--- src/uart_shadow_pkg.sv ---
package uart_shadow_pkg;
  localparam logic [31:0] ALIAS_BASE_ADDR  = 32'h5000_1030;
  localparam logic [31:0] ALIAS_12_ADDR    = 32'h5000_1060;
  localparam logic [31:0] ALIAS_13_ADDR    = 32'h5000_1064;
  localparam logic [31:0] ALIAS_SPAN       = 32'h0000_0040;
  localparam logic [31:0] CTRL_ADDR        = 32'h5000_1100;
  localparam logic [31:0] LINE_STATUS_ADDR = 32'h5000_1104;
  localparam logic [31:0] IRQ_STATUS_ADDR  = 32'h5000_1108;
  localparam logic [31:0] IRQ_MASK_ADDR    = 32'h5000_110C;
  localparam int          FIFO_EN_BIT      = 0;
  localparam int          IR_MODE_BIT      = 1;
  localparam int          LS_DR_BIT        = 0;
  localparam int          LS_OE_BIT        = 1;
  localparam int          LS_TX_HOLDING_EMPTY_FLAG_BIT      = 5;
  localparam int          IRQ_RX_BIT       = 0;
  localparam int          IRQ_OE_BIT       = 1;
  localparam int          IRQ_TX_HOLDING_EMPTY_FLAG_BIT     = 2;
  localparam int          IRQ_W            = 3;
  localparam logic [7:0]  DATA_RESET       = 8'h00;
  localparam int          FIFO_DEPTH_DEF   = 16;
endpackage

--- src/uart_shadow_data_port.sv ---
`timescale 1ns/1ps
// Notes on behaviour
// - sixteen aliased word addresses all reach the same receive/transmit data byte
// - low-byte read returns received character, serial or infrared source
// - fifos off: unread character overwritten by new one, overrun flagged
// - fifos on: read returns head entry of receive fifo
// - receive fifo full: new character dropped, contents kept, overrun flagged
// - low-byte write queues character for serial or infrared output
// - fifos off: one write clears transmit holding empty flag
// - fifos off: further writes before flag sets again replace pending character
// - fifos on: up to depth writes accepted before transmit fifo full
// - write while transmit fifo full is discarded, fifo unchanged
module uart_shadow_data_port
  import uart_shadow_pkg::*;
#(
  parameter int DEPTH = FIFO_DEPTH_DEF
) (
  input  wire logic        SYS_CLK,
  input  wire logic        RESET_N,
  input  wire logic        PSEL,
  input  wire logic        PENABLE,
  input  wire logic        PWRITE,
  input  wire logic [31:0] PADDR,
  input  wire logic [31:0] PWDATA,
  output logic      [31:0] PRDATA,
  output logic             PREADY,
  output logic             PSLVERR,
  input  wire logic        RX_SER_VALID,
  input  wire logic [7:0]  RX_SER_DATA,
  input  wire logic        RX_IR_VALID,
  input  wire logic [7:0]  RX_IR_DATA,
  output logic             TX_SER_VALID,
  output logic             TX_IR_VALID,
  output logic      [7:0]  TX_DATA,
  input  wire logic        TX_READY,
  output logic             IRQ
);
  localparam int AW = $clog2(DEPTH);
  localparam int CW = AW + 1;
  localparam logic [CW-1:0] FULL_CNT = CW'(DEPTH);

  logic              rst_s1_q;
  logic              rst_n;
  logic              pready_q;
  logic              pslverr_q;
  logic [31:0]       prdata_q;
  logic              fifo_en_q;
  logic              ir_mode_q;
  logic [IRQ_W-1:0]  irq_st_q;
  logic [IRQ_W-1:0]  irq_mask_q;
  logic              irq_q;
  logic [7:0]        rx_mem [DEPTH];
  logic [AW-1:0]     rx_wr_q;
  logic [AW-1:0]     rx_rd_q;
  logic [CW-1:0]     rx_cnt_q;
  logic [7:0]        rx_hold_q;
  logic              rx_hold_full_q;
  logic              overrun_q;
  logic              rd_pend_q;
  logic [7:0]        tx_mem [DEPTH];
  logic [AW-1:0]     tx_wr_q;
  logic [AW-1:0]     tx_rd_q;
  logic [CW-1:0]     tx_cnt_q;
  logic [7:0]        tx_hold_q;
  logic              tx_hold_full_q;
  logic              tx_ser_q;
  logic              tx_ir_q;
  logic [7:0]        tx_data_q;
  logic              dr_prev_q;
  logic              tx_holding_empty_flag_prev_q;

  logic              setup;
  logic              acc;
  logic [31:0]       alias_off;
  logic              alias_hit;
  logic              reg_hit;
  logic              rd_alias;
  logic              wr_alias;
  logic              ctrl_wr;
  logic              flush;
  logic              rx_in_valid;
  logic [7:0]        rx_in_data;
  logic              rx_full;
  logic              rx_pop;
  logic              rx_push;
  logic              oe_set;
  logic              dr;
  logic [7:0]        rx_head;
  logic              tx_full;
  logic              tx_push;
  logic              tx_load;
  logic              tx_pop;
  logic [7:0]        tx_head;
  logic              tx_holding_empty_flag;
  logic [IRQ_W-1:0]  irq_ev;
  logic [31:0]       rdata;

  // reset released through two flops
  always_ff @(posedge SYS_CLK or negedge RESET_N) begin
    if (!RESET_N) begin
      rst_s1_q <= 1'b0;
      rst_n    <= 1'b0;
    end else begin
      rst_s1_q <= 1'b1;
      rst_n    <= rst_s1_q;
    end
  end

  // address decode; alias window is word aligned, 16 words
  assign setup     = PSEL & ~PENABLE;
  assign acc       = PSEL & PENABLE & pready_q;
  assign alias_off = PADDR - ALIAS_BASE_ADDR;
  assign alias_hit = (alias_off < ALIAS_SPAN) && (PADDR[1:0] == 2'b00);
  assign reg_hit   = (PADDR == CTRL_ADDR) || (PADDR == LINE_STATUS_ADDR) ||
                     (PADDR == IRQ_STATUS_ADDR) || (PADDR == IRQ_MASK_ADDR);
  assign rd_alias  = acc & ~PWRITE & alias_hit;
  assign wr_alias  = acc & PWRITE & alias_hit;
  assign ctrl_wr   = acc & PWRITE & (PADDR == CTRL_ADDR);
  // toggling fifo mode empties both fifos by clearing their pointers and counts
  assign flush     = ctrl_wr & (PWDATA[FIFO_EN_BIT] != fifo_en_q);

  // receive side
  assign rx_in_valid = ir_mode_q ? RX_IR_VALID : RX_SER_VALID;
  assign rx_in_data  = ir_mode_q ? RX_IR_DATA : RX_SER_DATA;
  assign rx_full     = (rx_cnt_q == FULL_CNT);
  assign rx_pop      = rd_alias & rd_pend_q;
  assign rx_push     = fifo_en_q & rx_in_valid & (~rx_full | rx_pop);
  assign oe_set      = rx_in_valid & (fifo_en_q ? (rx_full & ~rx_pop)
                                                : (rx_hold_full_q & ~rx_pop));
  assign dr          = fifo_en_q ? (rx_cnt_q != '0) : rx_hold_full_q;
  assign rx_head     = fifo_en_q ? rx_mem[rx_rd_q] : rx_hold_q;

  // transmit side
  assign tx_full = (tx_cnt_q == FULL_CNT);
  assign tx_push = wr_alias & fifo_en_q & ~tx_full;
  assign tx_load = ~(tx_ser_q | tx_ir_q) | TX_READY;
  assign tx_pop  = tx_load & (fifo_en_q ? (tx_cnt_q != '0) : tx_hold_full_q);
  assign tx_head = fifo_en_q ? tx_mem[tx_rd_q] : tx_hold_q;
  assign tx_holding_empty_flag    = fifo_en_q ? (tx_cnt_q == '0) : ~tx_hold_full_q;

  always_comb begin
    rdata = 32'h0000_0000;
    if (alias_hit) begin
      rdata[7:0] = rx_head;
    end else if (PADDR == CTRL_ADDR) begin
      rdata[FIFO_EN_BIT] = fifo_en_q;
      rdata[IR_MODE_BIT] = ir_mode_q;
    end else if (PADDR == LINE_STATUS_ADDR) begin
      rdata[LS_DR_BIT]   = dr;
      rdata[LS_OE_BIT]   = overrun_q;
      rdata[LS_TX_HOLDING_EMPTY_FLAG_BIT] = tx_holding_empty_flag;
    end else if (PADDR == IRQ_STATUS_ADDR) begin
      rdata[IRQ_W-1:0] = irq_st_q;
    end else if (PADDR == IRQ_MASK_ADDR) begin
      rdata[IRQ_W-1:0] = irq_mask_q;
    end
  end

  // apb: zero wait states, data captured in setup, pop taken at completion
  always_ff @(posedge SYS_CLK or negedge rst_n) begin
    if (!rst_n) begin
      pready_q  <= 1'b0;
      pslverr_q <= 1'b0;
      prdata_q  <= 32'h0000_0000;
      rd_pend_q <= 1'b0;
    end else begin
      pready_q  <= setup;
      pslverr_q <= setup & ~(alias_hit | reg_hit);
      rd_pend_q <= setup & ~PWRITE & alias_hit & dr;
      if (setup && !PWRITE) begin
        prdata_q <= rdata;
      end
    end
  end

  always_ff @(posedge SYS_CLK or negedge rst_n) begin
    if (!rst_n) begin
      fifo_en_q  <= 1'b0;
      ir_mode_q  <= 1'b0;
      irq_mask_q <= '0;
    end else begin
      if (ctrl_wr) begin
        fifo_en_q <= PWDATA[FIFO_EN_BIT];
        ir_mode_q <= PWDATA[IR_MODE_BIT];
      end
      if (acc && PWRITE && PADDR == IRQ_MASK_ADDR) begin
        irq_mask_q <= PWDATA[IRQ_W-1:0];
      end
    end
  end

  // receive fifo and single holding register
  always_ff @(posedge SYS_CLK or negedge rst_n) begin
    if (!rst_n) begin
      rx_wr_q        <= '0;
      rx_rd_q        <= '0;
      rx_cnt_q       <= '0;
      rx_hold_q      <= DATA_RESET;
      rx_hold_full_q <= 1'b0;
    end else if (flush) begin
      rx_wr_q  <= '0;
      rx_rd_q  <= '0;
      rx_cnt_q <= '0;
    end else begin
      if (rx_push) begin
        rx_wr_q <= AW'(rx_wr_q + 1'b1);
      end
      if (rx_pop && fifo_en_q) begin
        rx_rd_q <= AW'(rx_rd_q + 1'b1);
      end
      if (fifo_en_q) begin
        rx_cnt_q <= rx_cnt_q + CW'(rx_push) - CW'(rx_pop);
      end
      if (!fifo_en_q && rx_in_valid) begin
        rx_hold_q      <= rx_in_data;
        rx_hold_full_q <= 1'b1;
      end else if (!fifo_en_q && rx_pop) begin
        rx_hold_full_q <= 1'b0;
      end
    end
  end

  // no reset on storage; a read of an empty receive fifo still returns the slot at its read pointer
  always_ff @(posedge SYS_CLK) begin
    if (rx_push) begin
      rx_mem[rx_wr_q] <= rx_in_data;
    end
    if (tx_push) begin
      tx_mem[tx_wr_q] <= PWDATA[7:0];
    end
  end

  // overrun clears on a line status read; a new overrun wins
  always_ff @(posedge SYS_CLK or negedge rst_n) begin
    if (!rst_n) begin
      overrun_q <= 1'b0;
    end else if (oe_set) begin
      overrun_q <= 1'b1;
    end else if (acc && !PWRITE && PADDR == LINE_STATUS_ADDR) begin
      overrun_q <= 1'b0;
    end
  end

  // transmit fifo and single holding register
  always_ff @(posedge SYS_CLK or negedge rst_n) begin
    if (!rst_n) begin
      tx_wr_q        <= '0;
      tx_rd_q        <= '0;
      tx_cnt_q       <= '0;
      tx_hold_q      <= DATA_RESET;
      tx_hold_full_q <= 1'b0;
    end else if (flush) begin
      tx_wr_q  <= '0;
      tx_rd_q  <= '0;
      tx_cnt_q <= '0;
    end else begin
      if (tx_push) begin
        tx_wr_q <= AW'(tx_wr_q + 1'b1);
      end
      if (tx_pop && fifo_en_q) begin
        tx_rd_q <= AW'(tx_rd_q + 1'b1);
      end
      if (fifo_en_q) begin
        tx_cnt_q <= tx_cnt_q + CW'(tx_push) - CW'(tx_pop);
      end
      if (wr_alias && !fifo_en_q) begin
        tx_hold_q      <= PWDATA[7:0];
        tx_hold_full_q <= 1'b1;
      end else if (!fifo_en_q && tx_pop) begin
        tx_hold_full_q <= 1'b0;
      end
    end
  end

  // output stage to the shifter; mode is frozen per character
  always_ff @(posedge SYS_CLK or negedge rst_n) begin
    if (!rst_n) begin
      tx_ser_q  <= 1'b0;
      tx_ir_q   <= 1'b0;
      tx_data_q <= DATA_RESET;
    end else if (tx_load) begin
      tx_ser_q <= tx_pop & ~ir_mode_q;
      tx_ir_q  <= tx_pop & ir_mode_q;
      if (tx_pop) begin
        tx_data_q <= tx_head;
      end
    end
  end

  // interrupts: sticky, write one to clear, set wins
  assign irq_ev[IRQ_RX_BIT]   = dr & ~dr_prev_q;
  assign irq_ev[IRQ_OE_BIT]   = oe_set;
  assign irq_ev[IRQ_TX_HOLDING_EMPTY_FLAG_BIT] = tx_holding_empty_flag & ~tx_holding_empty_flag_prev_q;

  always_ff @(posedge SYS_CLK or negedge rst_n) begin
    if (!rst_n) begin
      dr_prev_q   <= 1'b0;
      tx_holding_empty_flag_prev_q <= 1'b1;
      irq_st_q    <= '0;
      irq_q       <= 1'b0;
    end else begin
      dr_prev_q   <= dr;
      tx_holding_empty_flag_prev_q <= tx_holding_empty_flag;
      if (acc && PWRITE && PADDR == IRQ_STATUS_ADDR) begin
        irq_st_q <= (irq_st_q & ~PWDATA[IRQ_W-1:0]) | irq_ev;
      end else begin
        irq_st_q <= irq_st_q | irq_ev;
      end
      irq_q <= |(irq_st_q & irq_mask_q);
    end
  end

  assign PRDATA       = prdata_q;
  assign PREADY       = pready_q;
  assign PSLVERR      = pslverr_q;
  assign TX_SER_VALID = tx_ser_q;
  assign TX_IR_VALID  = tx_ir_q;
  assign TX_DATA      = tx_data_q;
  assign IRQ          = irq_q;
endmodule

--- config.mk ---
export PLATFORM = sky130hd
export DESIGN_NAME = uart_shadow_data_port
export DESIGN_NICKNAME = d
export VERILOG_FILES = /design/src/uart_shadow_pkg.sv /design/src/uart_shadow_data_port.sv
export SDC_FILE = /design/constraint.sdc
export NUM_CORES = 1
export LEC_CHECK = 0
export ABC_CLOCK_PERIOD_IN_PS = 4200
export BUFFER_PORTS_ARGS = -buffer_cell sky130_fd_sc_hd__buf_2
export CORE_UTILIZATION = 24
export DETAILED_ROUTE_END_ITERATION = 7
export PLACE_DENSITY = 0.39
export SLEW_MARGIN = 20
export SYNTH_ARGS = -nofsm -noshare
export SYNTH_HDL_FRONTEND = slang
export SYNTH_SLANG_ARGS = --single-unit
--- constraint.sdc ---
create_clock -name SYS_CLK -period 4.2 [get_ports SYS_CLK]
set_clock_uncertainty 0.2 [all_clocks]
set_input_delay 0.42 -clock SYS_CLK [delete_from_list [all_inputs] [get_ports SYS_CLK]]
set_output_delay 0.42 -clock SYS_CLK [all_outputs]
set_load 0.05 [all_outputs]
**Yosys cells after proc, flatten, opt, wreduce, memory -nomap -nowiden**

Memory sizes are Yosys's and may differ from the RTL's.
Index checks and enable logic that the tools add are counted.
W data, S select, Z words.

- Bits in registers: 79
- RAM bits: 256
- Input bits: 88
- Output and inout bits: 45
- Word-level logic and storage cells: 172
- Memories: 2

- $add $sub $neg: 9
- $lt $le $gt $ge: 1
- Equality and inequality tests: 7
- Muxes and demuxes: 43
- Bitwise gates (word level): 47
- Reduce and logical (&&, ||, !) cells: 36

Memories:

| name | words | bits a word | read ports | clocked after memory_dff | wr ports | line | text |
|---|---|---|---|---|---|---|---|
| rx_mem | 16 | 8 | 1 | 0 | 1 | uart_shadow_data_port.sv:52 | `logic [7:0] rx_mem [DEPTH];` |
| tx_mem | 16 | 8 | 1 | 0 | 1 | uart_shadow_data_port.sv:60 | `logic [7:0] tx_mem [DEPTH];` |

Operators by type and width:

| kind | number |
|---|---|
| $eq A32 B31 Y1 const B | 4 |
| $lt A32 B7 Y1 const B | 1 |
| $mux W4 | 8 |
| $sub A32 B31 Y32 const B | 1 |
| $and A1 B1 Y1 | 26 |
| $mux W8 | 3 |
| $mux W1 | 20 |
| $mux W5 | 4 |
| $add A4 B1 Y4 const B | 4 |
| $reduce_bool A2 Y1 | 8 |
| $logic_and A1 B1 Y1 | 13 |
| $mux W3 | 4 |
| $not A1 Y1 | 12 |
| $add A5 B1 Y5 | 2 |
| $eq A5 B5 Y1 const B | 2 |
| $reduce_and A2 Y1 | 5 |
| $reduce_bool A5 Y1 | 2 |
| $sub A5 B1 Y5 | 2 |
| $mux W2 | 4 |
| $and A3 B3 Y3 | 2 |
| $or A3 B3 Y3 | 2 |
| $logic_not A5 Y1 | 1 |
| $or A1 B1 Y1 | 4 |
| $logic_or A1 B1 Y1 | 3 |
| other kinds (5) | 6 |

**Logic depth before layout (Yosys ltp)**

- Depth in word-level cells: 11
- Mapped depth: 21
- Gate-level depth less buffers: 18

**Worst setup path before layout**

Ideal clock, no wire load.

- Path type: in2reg
- Start: input PADDR[16]
- End: register rx_cnt_q[4]
- Setup time: 0.129 ns
- Arrival: 4.604 ns
- Data required time: 3.871 ns
- Slack: -0.733 ns
- Cell stages on the path: 21
- Path buffers: 3
- Cells stage by stage: or4_1 -> or3_1 -> buf_2 -> a2111oi_4 -> o2111ai_1 -> a2111oi_4 -> nand2_2 -> a21oi_2 -> inv_2 -> buf_6 -> buf_2 -> ha_1 -> inv_1 -> ha_1 -> fa_1 -> a21oi_1 -> o21bai_1 -> xnor2_1 -> nor2_1 -> o21ai_0 -> o21ai_0

- Cells in the longest elaborated chain, start to end: 11
- Elaborated cells between the ends (all ways): 15
- Those cells by class: 3 x add/sub; 1 x order compare; 1 x eq/ne; 2 x mux; 6 x bitwise; 2 x reduce/logical

Ends and longest elaborated chain:

| item | line | text |
|---|---|---|
| from (decl) | uart_shadow_data_port.sv:23 | `input wire logic [31:0] PADDR,` |
| $sub A32 B31 Y32 | uart_shadow_data_port.sv:112 | `assign alias_off = PADDR - ALIAS_BASE_ADDR;` |
| $lt A32 B7 Y1 | uart_shadow_data_port.sv:113 | `assign alias_hit = (alias_off < ALIAS_SPAN) && (PADDR[1:0] == 2'b00);` |
| $logic_and A1 B1 Y1 | uart_shadow_data_port.sv:113 |  |
| $and A1 B1 Y1 | uart_shadow_data_port.sv:116 | `assign rd_alias = acc & ~PWRITE & alias_hit;` |
| $and A1 B1 Y1 | uart_shadow_data_port.sv:126 | `assign rx_pop = rd_alias & rd_pend_q;` |
| $or A1 B1 Y1 | uart_shadow_data_port.sv:127 | `assign rx_push = fifo_en_q & rx_in_valid & (~rx_full \| rx_pop);` |
| $and A1 B1 Y1 | uart_shadow_data_port.sv:127 |  |
| $add A5 B1 Y5 | uart_shadow_data_port.sv:212 | `rx_cnt_q <= rx_cnt_q + CW'(rx_push) - CW'(rx_pop);` |
| $sub A5 B1 Y5 | uart_shadow_data_port.sv:212 |  |
| $mux W5 | uart_shadow_data_port.sv:211 | `if (fifo_en_q) begin` |
| $mux W5 | uart_shadow_data_port.sv:200 | `end else if (flush) begin` |
| to (signal assigned) | uart_shadow_data_port.sv:212 |  |
| to (decl) | uart_shadow_data_port.sv:55 | `logic [CW-1:0] rx_cnt_q;` |

Several ways; a longest one is shown, not always the timed one. The select of a mux whose other input is x is not followed.
A chain may end at the register's enable or synchronous reset.

**Final worst setup path**

- Start: input PADDR[14]
- End: register rx_cnt_q[4]

Same word-level chain as after synthesis.

==> summary.md <==
| Metric | Value |
|---|---|
| Outcome | complete, no violations |
| Maxcap violations | 0 |
| DR vias | 8067 |
| CP max-delay cell | or4_1 |
| Part of the power in registers | 0.497 |
| Initial antenna violation count | 2 |
| Vias in the first global route | 8535 |
| CTS tree | built |
| Slowest stage delay, CP | 0.56 ns |
| Async SR Flop Fraction | 0.236 |
| I/O Pins | between 100 and 150 |
| Number of CTS-inserted buffers | 40 |
| Yosys warnings | 0 |
| Hold WC Path Type | input pin to asynchronous set/reset pin |
| Critical path type | input pin to flip-flop |
| Main synth FF type | edfxtp_1 |
| Commonest cells post-synth | edfxtp_1 (256), mux4_2 (82), dfrtp_1 (78) |
| Clock-pin slew on the worst setup and hold paths | 0.06 ns |
| Max Freq | 255 MHz |
| Grt ovf | 0 |
| Period minus WS final | between 3 and 4 ns |
| Placed instance area | 16500 um^2 |
| Port bufs | 84 |
| Area Growth Syn to Fin | 22.8% |
| LEAKAGE | 6.20 nW |
| H-tree levels | 2 |
| Worst-path cell chain | buf_2, or4_1, or3_4, a2111oi_4, o2111ai_2, a2111oi_4, nand2_2, a21oi_2, inv_2, ha_4, inv_2, ha_4, fa_2, a21oi_2, o21bai_1, xnor2_1, buf_4, nand2_1, o21ai_1 |
| Yosys top cell by area | edfxtp_1 |
| Synth unique cells | 64 |
| Core Region | 59500 um^2 |
| CP Data Required Time | 4.48 ns |
| Final hold violations | 0 |
| RSZ-0062 raised after global routing | false |
| EDFF count, synth | 256 |
| Worst vdd ir | 0.251 mV |
| Critical Path Sink Type | flip-flop |
| Slew HR | 0.497 |
| Final cell count without fillers | 1843 |
| HPWL after DPL | 24600 um |
| Syn_area_per_cell | ~17 um^2 |
| Fillers | 5907 |
| Cell count after synthesis | ~870 |
| Pint | around 5.7 mW |
| Comb pwr share | 0.036 |
| Initial Utilization | 0.244 |
| Worst hold-check slack | 0.0485 ns |
| Final setup fails | 0 |
| Gr usage total | 0.121 |
| Final WL | 36300 um |
| Post-route DRC | 0 |
| Clk buf depth | 3 |
| Die ar. | just over 60000 um^2 |
| Pins Over Slew Limit | 0 |
| Chip Width | between 200 and 250 um |
| Largest net degree at the start of global routing | 54 |
| First-pass GRT wire length | approximately 55000 um |
| Clock sinks | 335 |
| Fin nets | between 1000 and 1500 |
| Placed cell count | 1765 |
| Initial DRC Count | approximately 420 |
| Root Driver | clkbuf_16 |
| Drt pass-1 iters | 5 |
| CP Max Fanout | 6 |
| Switching part of the total | 0.220 |
| Row count | 89 |
| Switching Power | 1.60 mW |
| Yosys reg bits | 335 |
| Final Worst Setup Slack | 0.281 ns |
| Final ANT Viol Nets | 0 |
| Post-DR wirelength/cell | 19.7 um |
| Pre-CTS setup slack | -0.366 ns |
| Sequential area share after synthesis | 0.665 |
| Slew @ Worst Pin | 0.755 ns |
| Synth top area cells | edfxtp_1 (53%), dfrtp_1 (13%), mux4_2 (13%) |
| Post-Syn Area | 14500 um^2 |
| Clock Latency Late Sink | 0.55 ns |
| Crit path launch type | input pin |
| Vias per cell | roughly 4.4 |
| Worst r2r src | tx_cnt_q[3] |
| Layout cells sized above 1 | 0.348 |
| Synth top area share | 0.529 |
| Clock Power Share | 0.467 |
| Worst reg2reg path depth | 16 |
| Worst setup path startpoint | PADDR[14] |
| TNS Setup | 0 ns |
| RePlAce Congestion | 0.741 |
| Die Ht | 248 um |
| Worst EP arrival | ~4.2 ns |
| Pwr/cell area | 407 nW/um^2 |
| Most frequent cell after synthesis | edfxtp_1 |
| Fin crit share | 0.933 |
| Design area | 17900 um^2 |
-- path summary, 6_finish.rpt --
path                                 to  slack [ns]
setup / recovery            rx_cnt_q[4]        0.28
hold / removal                    rst_n        0.05
setup reg to reg            tx_cnt_q[4]        0.93
hold reg to reg                   rst_n        0.14
max in group asynchronous  tx_hold_q[6]        2.72
min in group SYS_CLK          PRDATA[5]        0.05
-- cells by family (layout without fill, tap and decap cells) --
logic type	count (synthesis)	count (layout)	synth area share
compound gates	82	82	0.0407
xor+xnor	14	14	0.00844
fa+ha+maj	24	24	0.0217
buf+inv	94	269	0.0312
flops	335	335	0.665
mux	133	133	0.165
other cells	2	26	0.000517
simple gates	187	187	0.0675
-- through the flow --
step	utilization	total power, mW
after floorplan	-	3.85
after global placement	0.278	3.94
after detailed placement	0.278	3.94
after CTS	0.300	7.39
after global routing	0.300	7.56
final	0.300	7.27
-- flip-flops by register name (all words and copies together) (netlist names), 3 cells and up --
register    cells
tx_cnt_q        5
rx_rd_q         4
tx_wr_q         4
rx_mem        128
rx_cnt_q        5
irq_st_q        3
PRDATA          8
rx_wr_q         4
tx_hold_q       8
TX_DATA         8
tx_mem        128
irq_mask_q      3
rx_hold_q       8
tx_rd_q         4
-- repair_timing --
action,4_1_cts,5_1_grt
gates resized for setup,0,1
setup endpoints to repair,0,1
buffers inserted,0,0
endpoints found under the hold margin,5,0
hold buffers,4,0
-- cell usage in the layout, fill, tap and decap left out, drive strengths merged, types with 6 or more instances in the layout --
master | synthesis | final
inv | 27 | 29
a21oi | 24 | 24
nor2b | 7 | 7
nor4b | 7 | 7
nand2 | 35 | 35
mux2 | 34 | 34
clkinv | 0 | 17
nand3 | 19 | 19
ha | 22 | 22
mux4 | 82 | 82
and2 | 13 | 13
o31ai | 6 | 6
dfrtp | 78 | 78
xnor2 | 9 | 9
a22o | 7 | 7
o21ai | 16 | 16
or3 | 6 | 6
buf | 39 | 165
nor4 | 11 | 11
edfxtp | 256 | 256
nor2 | 49 | 49
nor3 | 12 | 12
clkbuf | 28 | 48
conb | 2 | 25
mux2i | 17 | 17
-- critical path, delay by kind of cell --
kind	cells	cell delay [ns]
buffers and inverters	4	0.35
AO/OA/AOI/OAI	7	1.27
AND/OR/NAND/NOR	4	1.16
adder cells (fa/ha/maj)	3	0.78
XOR/XNOR	1	0.21
-- per-layer routing --
| layer | vias up | routed length, um | GRT usage | part of all wire |
|---|---|---|---|---|
| li1 | 3714 | - | - | - |
| met1 | 4177 | 17300 | 0.164 | 0.48 |
| met2 | 131 | 17300 | 0.197 | 0.48 |
| met3 | 43 | 1110 | 0.0213 | 0.031 |
| met4 | 2 | 633 | 0.0350 | 0.017 |
| met5 | - | 13 | 0 | 0.00036 |
-- final cells by class --
class                           count  area (um^2)  share of cell area
Tap cell                          773          967              0.0542
Clock buffer                       48         1030              0.0577
Multi-Input combinational cell    465         4640               0.260
Antenna cell                        1         2.50            0.000140
Timing Repair Buffer              169         1190              0.0668
Clock inverter                     25          254              0.0142
Sequential cell                   335         9670               0.542
Inverter                           27          101             0.00568
-- power by group through the flow --
stage                     clock [mW]  combinational, mW  sequential, mW
after floorplan                    0              0.132            3.72
after global placement             0              0.262            3.68
after detailed placement           0              0.264            3.68
after CTS                       3.51              0.268            3.61
after global routing            3.66              0.288            3.61
final                           3.39              0.265            3.61
Note: power is estimated with default switching activity, not from simulation.
